`src/gte_pkg.sv`:
```
// Shared constants, field layouts and types of the pin task and event unit.
// Assumes a single clock domain and a 32-bit AXI4-Lite register bus.
package gte_pkg;

  // ----------------------------------------------------------------------
  // Register map
  // ----------------------------------------------------------------------
  localparam logic [11:0] GTE_TASK_TRIGGER_OFF    = 12'h500;
  localparam logic [11:0] GTE_CHANNEL_STATUS_OFF  = 12'h504;
  localparam logic [11:0] GTE_CHANNEL_SETUP_2_OFF = 12'h518;
  localparam logic [11:0] GTE_CHANNEL_SETUP_3_OFF = 12'h51C;
  localparam logic [31:0] GTE_SETUP_RESET         = 32'h0000_0000;
  localparam logic [31:0] GTE_SETUP_MASK          = 32'h0013_3F03;

  // ----------------------------------------------------------------------
  // Field positions inside the trigger and status words
  // ----------------------------------------------------------------------
  localparam int GTE_TRIG_SET_POS = 0;
  localparam int GTE_TRIG_CLR_POS = 8;
  localparam int GTE_TRIG_OUT_POS = 16;
  localparam int GTE_STAT_LVL_POS = 0;
  localparam int GTE_STAT_PIN_POS = 8;

  // ----------------------------------------------------------------------
  // Pin space and bus answers
  // ----------------------------------------------------------------------
  localparam int          GTE_PIN_COUNT = 64;
  localparam logic [1:0]  GTE_RESP_OKAY   = 2'h0;
  localparam logic [1:0]  GTE_RESP_SLVERR = 2'h2;

  // ----------------------------------------------------------------------
  // Types
  // ----------------------------------------------------------------------
  typedef enum logic [1:0] {
    GTE_MODE_DIS  = 2'b00,
    GTE_MODE_EVT  = 2'b01,
    GTE_MODE_RSV  = 2'b10,
    GTE_MODE_TASK = 2'b11
  } gte_mode_t;

  typedef enum logic [1:0] {
    GTE_POL_NONE = 2'b00,
    GTE_POL_RISE = 2'b01,
    GTE_POL_FALL = 2'b10,
    GTE_POL_TOGG = 2'b11
  } gte_pol_t;

  // Channel setup word: mode 1:0, pin 12:8, port 13, polarity 17:16,
  // initial output 20.
  typedef struct packed {
    logic [10:0] rsv_31;
    logic        output_initial_level;
    logic [1:0]  rsv_19;
    gte_pol_t    pol;
    logic [1:0]  rsv_15;
    logic        port;
    logic [4:0]  pin;
    logic [5:0]  rsv_7;
    gte_mode_t   mode;
  } gte_setup_t;

endpackage

```
`src/gte_channels.sv`:
```
// Pin task and event channels with an AXI4-Lite register slave.
// Assumes pins and task strobes are synchronous to aclk.
`timescale 1ns/1ps

module gte_channels #(
  parameter int NUM_CH = 2
) (
  input  wire logic                              aclk,
  input  wire logic                              aresetn,
  input  wire logic [11:0]                       s_axi_awaddr,
  input  wire logic                              s_axi_awvalid,
  output      logic                              s_axi_awready,
  input  wire logic [31:0]                       s_axi_wdata,
  input  wire logic [3:0]                        s_axi_wstrb,
  input  wire logic                              s_axi_wvalid,
  output      logic                              s_axi_wready,
  output      logic [1:0]                        s_axi_bresp,
  output      logic                              s_axi_bvalid,
  input  wire logic                              s_axi_bready,
  input  wire logic [11:0]                       s_axi_araddr,
  input  wire logic                              s_axi_arvalid,
  output      logic                              s_axi_arready,
  output      logic [31:0]                       s_axi_rdata,
  output      logic [1:0]                        s_axi_rresp,
  output      logic                              s_axi_rvalid,
  input  wire logic                              s_axi_rready,
  input  wire logic [NUM_CH-1:0]                 task_set,
  input  wire logic [NUM_CH-1:0]                 channel_clear_task,
  input  wire logic [NUM_CH-1:0]                 task_out,
  output      logic [NUM_CH-1:0]                 in_event,
  input  wire logic [gte_pkg::GTE_PIN_COUNT-1:0] gpio_out,
  input  wire logic [gte_pkg::GTE_PIN_COUNT-1:0] gpio_oe,
  input  wire logic [gte_pkg::GTE_PIN_COUNT-1:0] pin_i,
  output      logic [gte_pkg::GTE_PIN_COUNT-1:0] pin_o,
  output      logic [gte_pkg::GTE_PIN_COUNT-1:0] pin_oe
);

  // ----------------------------------------------------------------------
  // Storage and internal signals
  // ----------------------------------------------------------------------
  gte_pkg::gte_setup_t              setup_q [NUM_CH];
  logic [NUM_CH-1:0]                out_q;
  logic [NUM_CH-1:0]                prev_q;
  logic [NUM_CH-1:0]                arm_q;
  logic [NUM_CH-1:0]                event_q;
  logic [NUM_CH-1:0]                wr_setup;
  logic [NUM_CH-1:0]                do_set;
  logic [NUM_CH-1:0]                do_clr;
  logic [NUM_CH-1:0]                do_out;
  logic [NUM_CH-1:0]                cur_lvl;
  logic [5:0]                       sel [NUM_CH];
  logic [gte_pkg::GTE_PIN_COUNT-1:0] pin_o_d;
  logic [gte_pkg::GTE_PIN_COUNT-1:0] pin_oe_d;
  logic [gte_pkg::GTE_PIN_COUNT-1:0] pin_o_q;
  logic [gte_pkg::GTE_PIN_COUNT-1:0] pin_oe_q;
  logic [11:0]                      awaddr_q;
  logic                             aw_full_q;
  logic [31:0]                      wdata_q;
  logic [3:0]                       wstrb_q;
  logic                             w_full_q;
  logic                             bvalid_q;
  logic [1:0]                       bresp_q;
  logic                             rvalid_q;
  logic [31:0]                      rdata_q;
  logic [1:0]                       rresp_q;
  logic                             wr_fire;
  logic                             wr_trig;
  logic [31:0]                      wr_bytes;
  logic [31:0]                      stat_word;
  gte_pkg::gte_setup_t              wr_word;

  // ----------------------------------------------------------------------
  // AXI4-Lite write path
  // ----------------------------------------------------------------------
  // Address and data are each held until both are present.
  assign s_axi_awready = !aw_full_q;
  assign s_axi_wready  = !w_full_q;
  assign wr_fire       = aw_full_q && w_full_q && !bvalid_q;
  assign wr_trig       = wr_fire && (awaddr_q == gte_pkg::GTE_TASK_TRIGGER_OFF);
  assign wr_word       = wr_bytes;

  // Byte lanes without a strobe are zeroed; setup writes merge the stored value back in.
  always_comb begin
    wr_bytes = 32'h0000_0000;
    for (int b = 0; b < 4; b++) begin
      wr_bytes[b*8 +: 8] = wstrb_q[b] ? wdata_q[b*8 +: 8] : 8'h00;
    end
  end

  // Capture of the address channel.
  always_ff @(posedge aclk) begin
    if (!aresetn) begin
      aw_full_q <= 1'b0;
      awaddr_q  <= 12'h000;
    end else if (s_axi_awvalid && s_axi_awready) begin
      aw_full_q <= 1'b1;
      awaddr_q  <= {s_axi_awaddr[11:2], 2'b00};
    end else if (wr_fire) begin
      aw_full_q <= 1'b0;
    end
  end

  // Capture of the data channel.
  always_ff @(posedge aclk) begin
    if (!aresetn) begin
      w_full_q <= 1'b0;
      wdata_q  <= 32'h0000_0000;
      wstrb_q  <= 4'h0;
    end else if (s_axi_wvalid && s_axi_wready) begin
      w_full_q <= 1'b1;
      wdata_q  <= s_axi_wdata;
      wstrb_q  <= s_axi_wstrb;
    end else if (wr_fire) begin
      w_full_q <= 1'b0;
    end
  end

  // Write response; unmapped addresses answer with a slave error.
  always_ff @(posedge aclk) begin
    if (!aresetn) begin
      bvalid_q <= 1'b0;
      bresp_q  <= gte_pkg::GTE_RESP_OKAY;
    end else if (wr_fire) begin
      bvalid_q <= 1'b1;
      if ((|wr_setup) || wr_trig) begin
        bresp_q <= gte_pkg::GTE_RESP_OKAY;
      end else begin
        bresp_q <= gte_pkg::GTE_RESP_SLVERR;
      end
    end else if (s_axi_bready) begin
      bvalid_q <= 1'b0;
    end
  end
  assign s_axi_bvalid = bvalid_q;
  assign s_axi_bresp  = bresp_q;

  // ----------------------------------------------------------------------
  // AXI4-Lite read path
  // ----------------------------------------------------------------------
  // Level driven by each channel and the level sampled on its pin.
  always_comb begin
    stat_word = 32'h0000_0000;
    for (int c = 0; c < NUM_CH; c++) begin
      stat_word[gte_pkg::GTE_STAT_LVL_POS + c] = out_q[c];
      stat_word[gte_pkg::GTE_STAT_PIN_POS + c] = cur_lvl[c];
    end
  end
  assign s_axi_arready = !rvalid_q;

  // One read is answered in the cycle after it is taken.
  always_ff @(posedge aclk) begin
    if (!aresetn) begin
      rvalid_q <= 1'b0;
      rdata_q  <= 32'h0000_0000;
      rresp_q  <= gte_pkg::GTE_RESP_OKAY;
    end else if (s_axi_arvalid && s_axi_arready) begin
      rvalid_q <= 1'b1;
      rdata_q  <= 32'h0000_0000;
      rresp_q  <= gte_pkg::GTE_RESP_SLVERR;
      if (s_axi_araddr[11:2] == gte_pkg::GTE_CHANNEL_STATUS_OFF[11:2]) begin
        rdata_q <= stat_word;
        rresp_q <= gte_pkg::GTE_RESP_OKAY;
      end else if (s_axi_araddr[11:2] ==
                   gte_pkg::GTE_TASK_TRIGGER_OFF[11:2]) begin
        rresp_q <= gte_pkg::GTE_RESP_OKAY; // Trigger reads as zero.
      end else begin
        for (int c = 0; c < NUM_CH; c++) begin
          if (s_axi_araddr[11:2] ==
              10'(gte_pkg::GTE_CHANNEL_SETUP_2_OFF[11:2] + c)) begin
            rdata_q <= setup_q[c];
            rresp_q <= gte_pkg::GTE_RESP_OKAY;
          end
        end
      end
    end else if (s_axi_rready) begin
      rvalid_q <= 1'b0;
    end
  end
  assign s_axi_rvalid = rvalid_q;
  assign s_axi_rdata  = rdata_q;
  assign s_axi_rresp  = rresp_q;

  // ----------------------------------------------------------------------
  // Channels
  // ----------------------------------------------------------------------
  for (genvar c = 0; c < NUM_CH; c++) begin : g_ch
    // Setup writes, task strobes from the port and the trigger register.
    assign wr_setup[c] = wr_fire && (awaddr_q ==
                         12'(gte_pkg::GTE_CHANNEL_SETUP_2_OFF + 4 * c));
    assign do_set[c] = task_set[c] ||
                       (wr_trig && wr_bytes[gte_pkg::GTE_TRIG_SET_POS + c]);
    assign do_clr[c] = channel_clear_task[c] ||
                       (wr_trig && wr_bytes[gte_pkg::GTE_TRIG_CLR_POS + c]);
    assign do_out[c] = task_out[c] ||
                       (wr_trig && wr_bytes[gte_pkg::GTE_TRIG_OUT_POS + c]);
    assign sel[c]     = {setup_q[c].port, setup_q[c].pin};
    assign cur_lvl[c] = pin_i[sel[c]];

    // Setup register; reserved bits are never stored.
    always_ff @(posedge aclk) begin
      if (!aresetn) begin
        setup_q[c] <= gte_pkg::GTE_SETUP_RESET;
      end else if (wr_setup[c]) begin
        setup_q[c] <= (wr_bytes | (setup_q[c] & ~{{8{wstrb_q[3]}},
                       {8{wstrb_q[2]}}, {8{wstrb_q[1]}}, {8{wstrb_q[0]}}}))
                      & gte_pkg::GTE_SETUP_MASK;
      end
    end

    // Output level: set beats clear, clear beats the output task.
    always_ff @(posedge aclk) begin
      if (!aresetn) begin
        out_q[c] <= 1'b0;
      end else if (wr_setup[c] &&
                   wr_word.mode == gte_pkg::GTE_MODE_TASK) begin
        out_q[c] <= wr_word.output_initial_level;
      end else if (setup_q[c].mode == gte_pkg::GTE_MODE_TASK) begin
        if (do_set[c]) begin
          out_q[c] <= 1'b1;
        end else if (do_clr[c]) begin
          out_q[c] <= 1'b0;
        end else if (do_out[c]) begin
          case (setup_q[c].pol)
            gte_pkg::GTE_POL_RISE: out_q[c] <= 1'b1;
            gte_pkg::GTE_POL_FALL: out_q[c] <= 1'b0;
            gte_pkg::GTE_POL_TOGG: out_q[c] <= !out_q[c];
            default:               out_q[c] <= out_q[c];
          endcase
        end
      end
    end

    // Edge detector; disarmed for a cycle after a setup write of this channel so that a
    // change of the selected pin is not taken for an edge.
    always_ff @(posedge aclk) begin
      if (!aresetn) begin
        prev_q[c] <= 1'b0;
        arm_q[c]  <= 1'b0;
      end else begin
        prev_q[c] <= cur_lvl[c];
        arm_q[c]  <= !wr_setup[c];
      end
    end

    // Input event pulse chosen by polarity.
    always_ff @(posedge aclk) begin
      if (!aresetn) begin
        event_q[c] <= 1'b0;
      end else if (arm_q[c] && !wr_setup[c] &&
                   setup_q[c].mode == gte_pkg::GTE_MODE_EVT) begin
        case (setup_q[c].pol)
          gte_pkg::GTE_POL_RISE: event_q[c] <= cur_lvl[c] && !prev_q[c];
          gte_pkg::GTE_POL_FALL: event_q[c] <= !cur_lvl[c] && prev_q[c];
          gte_pkg::GTE_POL_TOGG: event_q[c] <= cur_lvl[c] ^ prev_q[c];
          default:               event_q[c] <= 1'b0;
        endcase
      end else begin
        event_q[c] <= 1'b0;
      end
    end
  end
  assign in_event = event_q;

  // ----------------------------------------------------------------------
  // Pin ownership
  // ----------------------------------------------------------------------
  // GPIO drives by default; event pins become inputs; task pins are driven
  // by the channel, the highest channel winning on a shared pin.
  always_comb begin
    pin_o_d  = gpio_out;
    pin_oe_d = gpio_oe;
    for (int c = 0; c < NUM_CH; c++) begin
      if (setup_q[c].mode == gte_pkg::GTE_MODE_EVT) begin
        pin_oe_d[sel[c]] = 1'b0;
      end
    end
    for (int c = 0; c < NUM_CH; c++) begin
      if (setup_q[c].mode == gte_pkg::GTE_MODE_TASK) begin
        pin_oe_d[sel[c]] = 1'b1;
        pin_o_d[sel[c]]  = out_q[c];
      end
    end
  end

  // Registered pin drive.
  always_ff @(posedge aclk) begin
    if (!aresetn) begin
      pin_o_q  <= '0;
      pin_oe_q <= '0;
    end else begin
      pin_o_q  <= pin_o_d;
      pin_oe_q <= pin_oe_d;
    end
  end
  assign pin_o  = pin_o_q;
  assign pin_oe = pin_oe_q;

  localparam int TOP = NUM_CH - 1;
endmodule

```
`config.mk`:
```
export PLATFORM = sky130hd
export DESIGN_NAME = gte_channels
export DESIGN_NICKNAME = d
export VERILOG_FILES = /design/src/gte_pkg.sv /design/src/gte_channels.sv
export SDC_FILE = /design/constraint.sdc
export NUM_CORES = 1
export LEC_CHECK = 0
export ABC_AREA = 1
export BUFFER_PORTS_ARGS = -buffer_cell sky130_fd_sc_hd__buf_2
export CORE_ASPECT_RATIO = 0.5
export CORE_MARGIN = 2
export CORE_UTILIZATION = 51
export DETAILED_ROUTE_END_ITERATION = 12
export PLACE_DENSITY_LB_ADDON = 0.05
export SLEW_MARGIN = 20
export SYNTH_ARGS = -nofsm -noshare
export SYNTH_HDL_FRONTEND = slang
export SYNTH_SLANG_ARGS = --single-unit
```
`constraint.sdc`:
```
create_clock -name aclk -period 2.5 [get_ports aclk]
set_input_delay 0.5 -clock aclk [delete_from_list [all_inputs] [get_ports aclk]]
set_output_delay 0.5 -clock aclk [all_outputs]
set_load 0.02 [all_outputs]
```
==> reports/qor.csv, run 1 <==
metric,value,unit
cp_max_fo,6,
vias,14200,
fin_skew,13.0,ps
place_hpwl,32000,um
die_w,222,um
antenna_left,0,
cp-startpoint,setup_q[1][2],
slew_headroom,0.526,
dieArea,0.0251,mm2
stdcell_count,2596,
power,7.53,mW
placed_area,0.0143,mm2
drv_cap,0,
rows,39,
final_cell_area,0.0150,mm2
end_kind,register,
wire_per_inst,17.2,um
finalWeightedCongestion,0.928,
cp.depth,12,
use_met3,0.0587,
clkPwrFrac,0.359,
grt_start_max_net_pins,97,
slowest_stage,edfxtp_1,
fmax,0.419,GHz
synth.yosys.warnings,0,
worstHoldPathCells,3,
drtIter0Drc,1754,
clk_latency,450,ps
met2_usage,0.547,
cts_buffers,17,
grt_pass1_wl,67300,um
pwr-share-seq,0.462,
cts_hold_buf,0,
path_clk_slew,70,ps
cellInternalPower,5.25,mW
dp_slack,113,ps
layout_commonest_cell,nand2_1,
cts.sinks,199,
p_leak,7.06,nW
combPwrFrac,0.179,
port_buffers,386,
fin_crit,2390,ps
startpoint_type,register,
synth-adder-area-share,0.00825,
crit_chain,buf_12 > clkbuf_4 > o211ai_1 > nand2_1 > o21bai_1 > nand2_1 > nor2_2 > nand2_2 > ha_1 > nor2_1 > a221oi_1 > nor4_1,
busiest_layer,met2,
arrival,2690,ps
p_sw,2.28,mW
critPathRequiredTime,2810,ps
ioPinCount,436,
core,0.0231,mm2
min_path_type,primary input to register,
max_stage_delay,550,ps
fin_ws,114,ps
grt_pass1_vias,12400,
synth_cell_type_count,41,
muxShareOfSynthArea,0,
worst_pin_slew,708,ps
irDropWorstVdd,0.432,mV
final_cell_mix,"nand2_1, buf_2, nor2_1",
synthSimpleGateAreaFrac,0.308,
synth_top_family_by_area,simple AND/OR/NAND/NOR gates,
yosysSeqAreaShare,0.347,
use_met1,0.472,
slew_viol_final,0,
antenna_found_initial,4,
holdWs,267,ps
cts_max_path_buffers,2,
cts-root-buf,clkbuf_16,
grt_overflow,0,
final-setup-viol-count,0,
vias_per_cell,5.47,
outcome,"finished, final reports clean",
synth_compound_area_frac,0.201,
layout_worst_path_cycle_share,0.954,
syn_inst,1917,
r2r_start,setup_q[1][2],
initial_core_util,0.525,
first_pass_iters,6,
critical_path_buf_inv_count,2,
fin_tns_setup,0,ps
crit_type,register to register,
h-tree-depth,4,
place_inst,2551,
final_core_util,0.650,
grtUsageTotal,0.345,
synthXorXnorAreaFrac,0,
avgSynthCellArea,6.33,um2
reg2reg_depth,12,
drive_gt1_frac,0.225,
ys_ff_latch,199,
area_growth,23.7,%
power.density,502,mW/mm2
hold_viol,0,
syn_area,0.0121,mm2
die_h,113,um
crit_path_frequent_cell,nand2_1,
netSwitchingFraction,0.302,
critPathTopFamily,compound AO/OA/AOI/OAI gates,
drc_errors,0,
drt-total-wl,44600,um
nNetsFinal,2545,
cts_tree,built,
worst_hold_startpoint,s_axi_wdata[8],
==> registers in the layout, summed over array words and instances (netlist names), 2 cells and up <==
signal and cells:
arm_q 2, awaddr_q 10, in_event 2, out_q 2, pin_o 64, pin_oe 64, prev_q 2, s_axi_rdata 11
setup_q 22, wdata_q 11, wstrb_q 3
==> repair_timing <==
item | in CTS | in global routing
buffers inserted | 0 | 7
gates resized for setup | 0 | 14
endpoints found under the setup margin | 0 | 2
hold endpoints to repair | 0 | 0
==> per-layer routing <==
| layer | vias up | part of all wire | wire [um] |
|---|---|---|---|
| met5 | - | 0 | 0 |
| met4 | 0 | 0.034 | 1530 |
| met3 | 107 | 0.095 | 4250 |
| met2 | 766 | 0.44 | 19800 |
| met1 | 6463 | 0.43 | 19000 |
| li1 | 6866 | - | - |
==> kinds of logic after synthesis <==
logic type,count (synthesis)
AND/OR/NAND/NOR,925
buffers and inverters,396
AO/OA/AOI/OAI,388
flip-flops,199
adder cells (fa/ha/maj),8
other,1
==> cell usage after synthesis (all sizes together) <==
library cell | instances | area share
a211oi | 1 | 0.00062
a21oi | 70 | 0.029
a221oi | 9 | 0.0065
a22oi | 1 | 0.00062
a311oi | 9 | 0.0065
a31oi | 66 | 0.034
buf | 64 | 0.033
clkbuf | 56 | 0.017
clkinv | 5 | 0.0015
conb | 1 | 0.00031
dfxtp | 177 | 0.29
edfxtp | 22 | 0.054
ha | 8 | 0.0083
inv | 271 | 0.084
nand2 | 546 | 0.17
nand3 | 65 | 0.029
nand3b | 2 | 0.0012
nand4 | 8 | 0.0041
nor2 | 287 | 0.092
nor3 | 12 | 0.0075
nor3b | 1 | 0.0010
nor4 | 2 | 0.0010
o211ai | 117 | 0.072
o21a | 1 | 0.00062
o21ai | 100 | 0.041
o21bai | 2 | 0.0012
o22ai | 3 | 0.0015
o311ai | 9 | 0.0065
or2 | 2 | 0.0010
==> tightest hold or removal path: stages <==
cell    delay (ps)
buf_2           70
nor2_1          30
nor2_1          80
==> cell type report <==
class	instances	area, um2
flip-flops and latches	199	4200
diodes	4	10.0
well taps	307	384
fillers	2218	8080
repair buffers	434	2420
clock inverters	14	121
multi-input cells	1344	6390
clock buffers	18	429
inverters	276	1040
==> power groups by stage <==
stage          Combinational (mW)  Clock, mW  Sequential, mW
6_report                     1.35       2.70            3.48
5_1_grt                      1.47       2.86            3.49
4_1_cts                      1.32       2.72            3.48
3_5_place_dp                 1.31          0            3.55
3_3_place_gp                 1.30          0            3.55
2_1_floorplan               0.652          0            3.67
==> final timing paths <==
| check | slack [ps] | end |
|---|---|---|
| min | 270 | wdata_q[8] |
| min reg2reg | 450 | in_event[1] |
| max reg2reg | 110 | in_event[1] |
| max | 110 | in_event[1] |
Power figures use the tool's default switching activity.
==> inputs of run 2 (changes only) <==
==> constraint.sdc (replaced) <==
create_clock -name aclk -period 2.3 [get_ports aclk]
set_input_delay 0.46 -clock aclk [delete_from_list [all_inputs] [get_ports aclk]]
set_output_delay 0.46 -clock aclk [all_outputs]
set_load 0.02 [all_outputs]
==> reports/qor.csv, run 2 (synthesized netlist as in run 1, its figures left out) <==
metric,value,unit,change
slew_viol_final,0,,unchanged
dieArea,0.0251,mm2,unchanged
die_w,222,um,unchanged
final-setup-viol-count,1,,was 0
max_stage_delay,420,ps,was 550 ps
fin_crit,2310,ps,was 2390 ps
finalWeightedCongestion,0.931,,was 0.928
grtUsageTotal,0.341,,was 0.345
grt_overflow,0,,unchanged
first_pass_iters,6,,unchanged
worst_pin_slew,586,ps,was 708 ps
pwr-share-seq,0.443,,was 0.462
multi_input_area,0.00644,mm2,was 0.00639 mm2
final_core_util,0.664,,was 0.650
drtIter0Drc,1848,,was 1754
cts_hold_buf,0,,unchanged
slowest_stage,edfxtp_1,,unchanged
crit_chain,inv_2 > buf_4 > nand3_2 > nor2_1 > nand2_1 > nand2_1 > o21ai_0 > o211ai_1 > inv_1,,was buf_12 > clkbuf_4 > o211ai_1 > nand2_1 > o21bai_1 > nand2_1 > nor2_2 > nand2_2 > ha_1 > nor2_1 > a221oi_1 > nor4_1
wire_per_inst,17.1,um,was 17.2 um
cellInternalPower,6.07,mW,was 5.25 mW
slew_headroom,0.609,,was 0.526
rsz0062_at_grt,true,,
p_leak,7.21,nW,was 7.06 nW
die_h,113,um,unchanged
cts-root-buf,clkbuf_16,,unchanged
end_kind,register,,unchanged
power.density,557,mW/mm2,was 502 mW/mm2
drc_errors,0,,unchanged
cp_max_fo,19,,was 6
hold_viol,0,,unchanged
grt_pass1_wl,66600,um,was 67300 um
place_hpwl,32200,um,was 32000 um
startpoint_type,register,,unchanged
core,0.0231,mm2,unchanged
p_sw,2.47,mW,was 2.28 mW
rows,39,,unchanged
min_path_type,primary input to register,,unchanged
h-tree-depth,4,,unchanged
failed_checks,negative setup slack,,
crit_type,register to register,,unchanged
clkPwrFrac,0.381,,was 0.359
port_buffers,386,,unchanged
seq_area,0.00420,mm2,unchanged
fin_tns_setup,-9.55,ps,was 0 ps
nFillCells,2220,,was 2218
path_clk_slew,80,ps,was 70 ps
antenna_found_initial,9,,was 4
dr_wl_met3,4580,um,was 4250 um
cts_buffers,17,,unchanged
outcome,"complete, but fails checks",,"was finished, final reports clean"
fin_skew,12.4,ps,was 13.0 ps
drv_cap,0,,unchanged
grt_pass1_vias,12500,,was 12.4k
grt_start_max_net_pins,95,,was 97
cts.sinks,199,,unchanged
layout_worst_path_cycle_share,1.00,,was 0.954
netSwitchingFraction,0.289,,was 0.302
nNetsFinal,2565,,was 2545
vias_per_cell,5.40,,was 5.47
cts_tree,built,,unchanged
layout_commonest_cell,nand2_1,,unchanged
antenna_left,0,,unchanged
fin_ws,-9.55,ps,was 114 ps
dr_wl_met2,20100,um,was 19800 um
arrival,2680,ps,was 2690 ps
ioPinCount,436,,unchanged
drive_gt1_frac,0.236,,was 0.225
irDropWorstVdd,0.509,mV,was 0.432 mV
top_layer,met5,,was met4
area_growth,26.4,%,was 23.7%
cts_max_path_buffers,2,,unchanged
clk_latency,470,ps,was 450 ps
critPathRequiredTime,2670,ps,was 2810 ps
combPwrFrac,0.177,,was 0.179
vias,14200,,about the same
initial_core_util,0.525,,unchanged
crit_path_frequent_cell,nand2_1,,unchanged
drt-total-wl,44800,um,was 44600 um
final_cell_mix,"nand2_1, buf_2, nor2_1",,unchanged
wl_met1,18600,um,was 19000 um
fmax,0.433,GHz,was 0.419 GHz
==> run 2: cell count changes in the layout (fill, tap and decap cells not counted), sizes merged <==
cell,delta
buf,+21
bufinv,+2
clkbuf,+5
clkinv,-6
clkinvlp,-2
diode,+6
==> run 2: metrics by stage <==
stage               std cells  cell area, um2  hold WS (ps)  setup slack [ps]  power (mW)
floorplan                1939           12200           413               249        4.70
global placement         2562           14400           423             -43.3        5.28
detailed placement       2562           14400           426             -75.9        5.29
CTS                      2594           15000           208              17.0        8.47
global route             2620           15300           206              -166        8.85
finish                   2622           15300           212             -9.55        8.53
==> run 2: critical path: cells and delay by family (launching register included) <==
family | cells | cell delay, ps
compound gates | 2 | 280
simple gates | 4 | 850
buf+inv | 3 | 660
flops | 1 | 420
==> run 2: layout make-up <==
cell class / instances / share of cell area
Clock inverter: 8 / 0.00882
Timing Repair Buffer: 454 / 0.171
Clock buffer: 24 / 0.0315
Sequential cell: 199 / 0.274
Multi-Input combinational cell: 1344 / 0.420
Inverter: 276 / 0.0680
Tap cell: 307 / 0.0251
Antenna cell: 10 / 0.00163
==> run 2: power groups by stage <==
| stage | sequential (mW) | combinational, mW | clock, mW |
|---|---|---|---|
| floorplan | 3.99 | 0.709 | 0 |
| global placement | 3.85 | 1.43 | 0 |
| detailed placement | 3.86 | 1.44 | 0 |
| CTS | 3.78 | 1.44 | 3.25 |
| global route | 3.79 | 1.64 | 3.42 |
| finish | 3.78 | 1.51 | 3.25 |
==> run 2: worst paths after layout <==
| kind | start | endpoint | slack (ps) | cells past startpoint |
|---|---|---|---|---|
| setup / recovery | setup_q[0][3] | pin_o[40] | -10 | 9 |
| hold / removal | s_axi_wdata[13] | wdata_q[13] | 210 | 3 |
| hold reg to reg | arm_q[0] | in_event[0] | 430 | 2 |
| setup reg to reg | setup_q[0][3] | pin_o[40] | -10 | 9 |
==> run 2: what timing repair did <==
item	4_1_cts	5_1_grt
endpoints found under the setup margin	1	15
setup buffers	0	16
gates cloned	0	2
gates resized for setup	2	40
pin swaps	1	11
hold endpoints to repair	0	0
==> run 2: per-layer routing <==
metal  global-route usage  up-vias
li1                     -     6906
met1                0.446     6388
met2                0.538      761
met3               0.0789      114
met4                0.160        2
met5                    0        -
==> inputs of run 3 (changes only) <==
--- a/config.mk
+++ b/config.mk
@@ -7,10 +7,9 @@
 export LEC_CHECK = 0
 export ABC_AREA = 1
 export BUFFER_PORTS_ARGS = -buffer_cell sky130_fd_sc_hd__buf_2
-export CORE_ASPECT_RATIO = 0.5
-export CORE_MARGIN = 2
-export CORE_UTILIZATION = 51
+export CORE_AREA = 2 2 167 169
 export DETAILED_ROUTE_END_ITERATION = 12
+export DIE_AREA = 0 0 169 171
 export PLACE_DENSITY_LB_ADDON = 0.05
 export SLEW_MARGIN = 20
 export SYNTH_ARGS = -nofsm -noshare
==> reports/qor.csv, run 3 (synthesized netlist as in run 1, its figures left out) <==
metric,value,unit,change
place_hpwl,34400,um,was 32200 um
h-tree-depth,4,,unchanged
layout_commonest_cell,nand2_1,,unchanged
ff2ff_setup_slack,60,ps,was -10 ps
min_path_type,primary input to register,,unchanged
irDropWorstVdd,0.385,mV,was 0.509 mV
drc_errors,0,,unchanged
final-setup-viol-count,0,,was 1
min_to,awaddr_q[9],,was wdata_q[13]
fin_crit,2240,ps,was 2310 ps
slew_viol_final,0,,unchanged
final_core_util,0.566,,was 0.664
slowest_stage,edfxtp_1,,unchanged
first_pass_iters,5,,was 6
fmax,0.445,GHz,was 0.433 GHz
drt-total-wl,47500,um,was 44800 um
crit_type,register to register,,unchanged
grt_overflow,0,,unchanged
cts-root-buf,clkbuf_16,,unchanged
end_kind,register,,unchanged
nNetsFinal,2575,,was 2565
final_cell_mix,"nand2_1, buf_2, nor2_1",,unchanged
wire_per_inst,17.8,um,was 17.1 um
path_clk_slew,90,ps,was 80 ps
die_w,169,um,was 222 um
regToRegEndpoint,in_event[0],,was pin_o[40]
clk_latency,450,ps,was 470 ps
grt_start_max_net_pins,97,,was 95
port_buffers,386,,unchanged
worst_hold_startpoint,s_axi_awaddr[9],,was s_axi_wdata[13]
reg2reg_depth,16,,was 9
drive_gt1_frac,0.239,,was 0.236
cts_tree,built,,unchanged
critical_path_buf_inv_count,2,,was 3
area_growth,27.5,%,was 26.4%
crit_chain,buf_6 > buf_12 > nand2_1 > o21ai_0 > nand2_1 > nand2_1 > nand2_1 > nand2_2 > nand2_1 > nand2_1 > nor2_1 > nand2_1 > ha_1 > a21oi_1 > o21ai_1 > a211oi_2,,was inv_2 > buf_4 > nand3_2 > nor2_1 > nand2_1 > nand2_1 > o21ai_0 > o211ai_1 > inv_1
cp_max_fo,11,,was 19
cts_buffers,17,,unchanged
finalWeightedCongestion,0.900,,was 0.931
rows,61,,was 39
cts.sinks,199,,unchanged
fin_skew,16.7,ps,was 12.4 ps
layout_worst_path_cycle_share,0.976,,was 1.00
core,0.0273,mm2,was 0.0231 mm2
ioPinCount,436,,unchanged
arrival,2610,ps,was 2680 ps
rsz0062_at_grt,true,,unchanged
vias,14300,,was 14.2k
drtIter0Drc,1616,,was 1848
slew_headroom,0.575,,was 0.609
grt_pass1_wl,70800,um,was 66600 um
grt_pass1_vias,13000,,was 12.5k
p_leak,7.28,nW,was 7.21 nW
critPathTopFamily,simple AND/OR/NAND/NOR gates,,unchanged
cp-startpoint,setup_q[0][2],,was setup_q[0][3]
dieArea,0.0289,mm2,was 0.0251 mm2
startpoint_type,register,,unchanged
vias_per_cell,5.35,,was 5.40
critPathRequiredTime,2660,ps,was 2670 ps
crit_path_frequent_cell,nand2_1,,unchanged
initial_core_util,0.444,,was 0.525
fin_tns_setup,0,ps,was -9.55 ps
grtUsageTotal,0.315,,was 0.341
r2r_start,setup_q[0][2],,was setup_q[0][3]
outcome,"finished, final reports clean",,"was complete, but fails checks"
antenna_found_initial,8,,was 9
hold_viol,0,,unchanged
worst_pin_slew,635,ps,was 586 ps
drv_cap,0,,unchanged
cts_max_path_buffers,2,,unchanged
cts_hold_buf,0,,unchanged
worstHoldPathCells,3,,unchanged
power.density,542,mW/mm2,was 557 mW/mm2
max_stage_delay,410,ps,was 420 ps
die_h,171,um,was 113 um
antenna_left,0,,unchanged
-- run 3: tightest hold or removal path: stages --
cell,delay [ps]
buf_2,70
nor2_1,30
nor2_1,80
-- run 3: area by class of cell --
type	instances	area, um2
clock buffer	20	458
tap	346	433
antenna	8	20.0
sequential	199	4200
fill	2740	11900
multi-input combinational	1344	6420
clock inverter	12	131
inverter	276	1040
timing repair buffer	464	2760
-- run 3: timing repair --
action	4_1_cts	5_1_grt
endpoints found under the setup margin	0	6
buffers inserted	0	8
gates resized for setup	0	33
-- run 3: layer usage --
| metal | GRT usage | wire length [um] | vias up |
|---|---|---|---|
| li1 | - | - | 6919 |
| met1 | 0.391 | 19100 | 6457 |
| met2 | 0.537 | 22200 | 768 |
| met3 | 0.0532 | 4170 | 126 |
| met4 | 0.145 | 2000 | 0 |
| met5 | 0 | 0 | - |
-- run 3: how the worst max path moves through the flow --
stage          slack, ps          end  cells past startpoint
2_1_floorplan        250  in_event[1]                     12
3_3_place_gp          50  in_event[1]                     12
3_5_place_dp          20  in_event[1]                     14
4_1_cts                1  in_event[1]                     12
5_1_grt             -110  in_event[0]                     16
6_report              60  in_event[0]                     16
-- run 3: power by group --
group / leakage (nW) / internal [mW] / switching, mW
clock: 0.284 / 1.52 / 1.55
combinational: 5.30 / 0.567 / 0.978
sequential: 1.70 / 3.69 / 0.0925
-- run 3: per-stage QoR --
step | cells | power [mW] | hold WS (ps) | cell area, um2 | worst slack (ps)
final | 2669 | 8.39 | 226 | 15500 | 55.2
after global routing | 2667 | 8.70 | 227 | 15500 | -107
after CTS | 2648 | 8.37 | 218 | 15200 | 1.44
after detailed placement | 2616 | 5.35 | 432 | 14600 | 23.7
after global placement | 2616 | 5.34 | 421 | 14600 | 47.6
after floorplan | 1939 | 4.70 | 413 | 12200 | 249
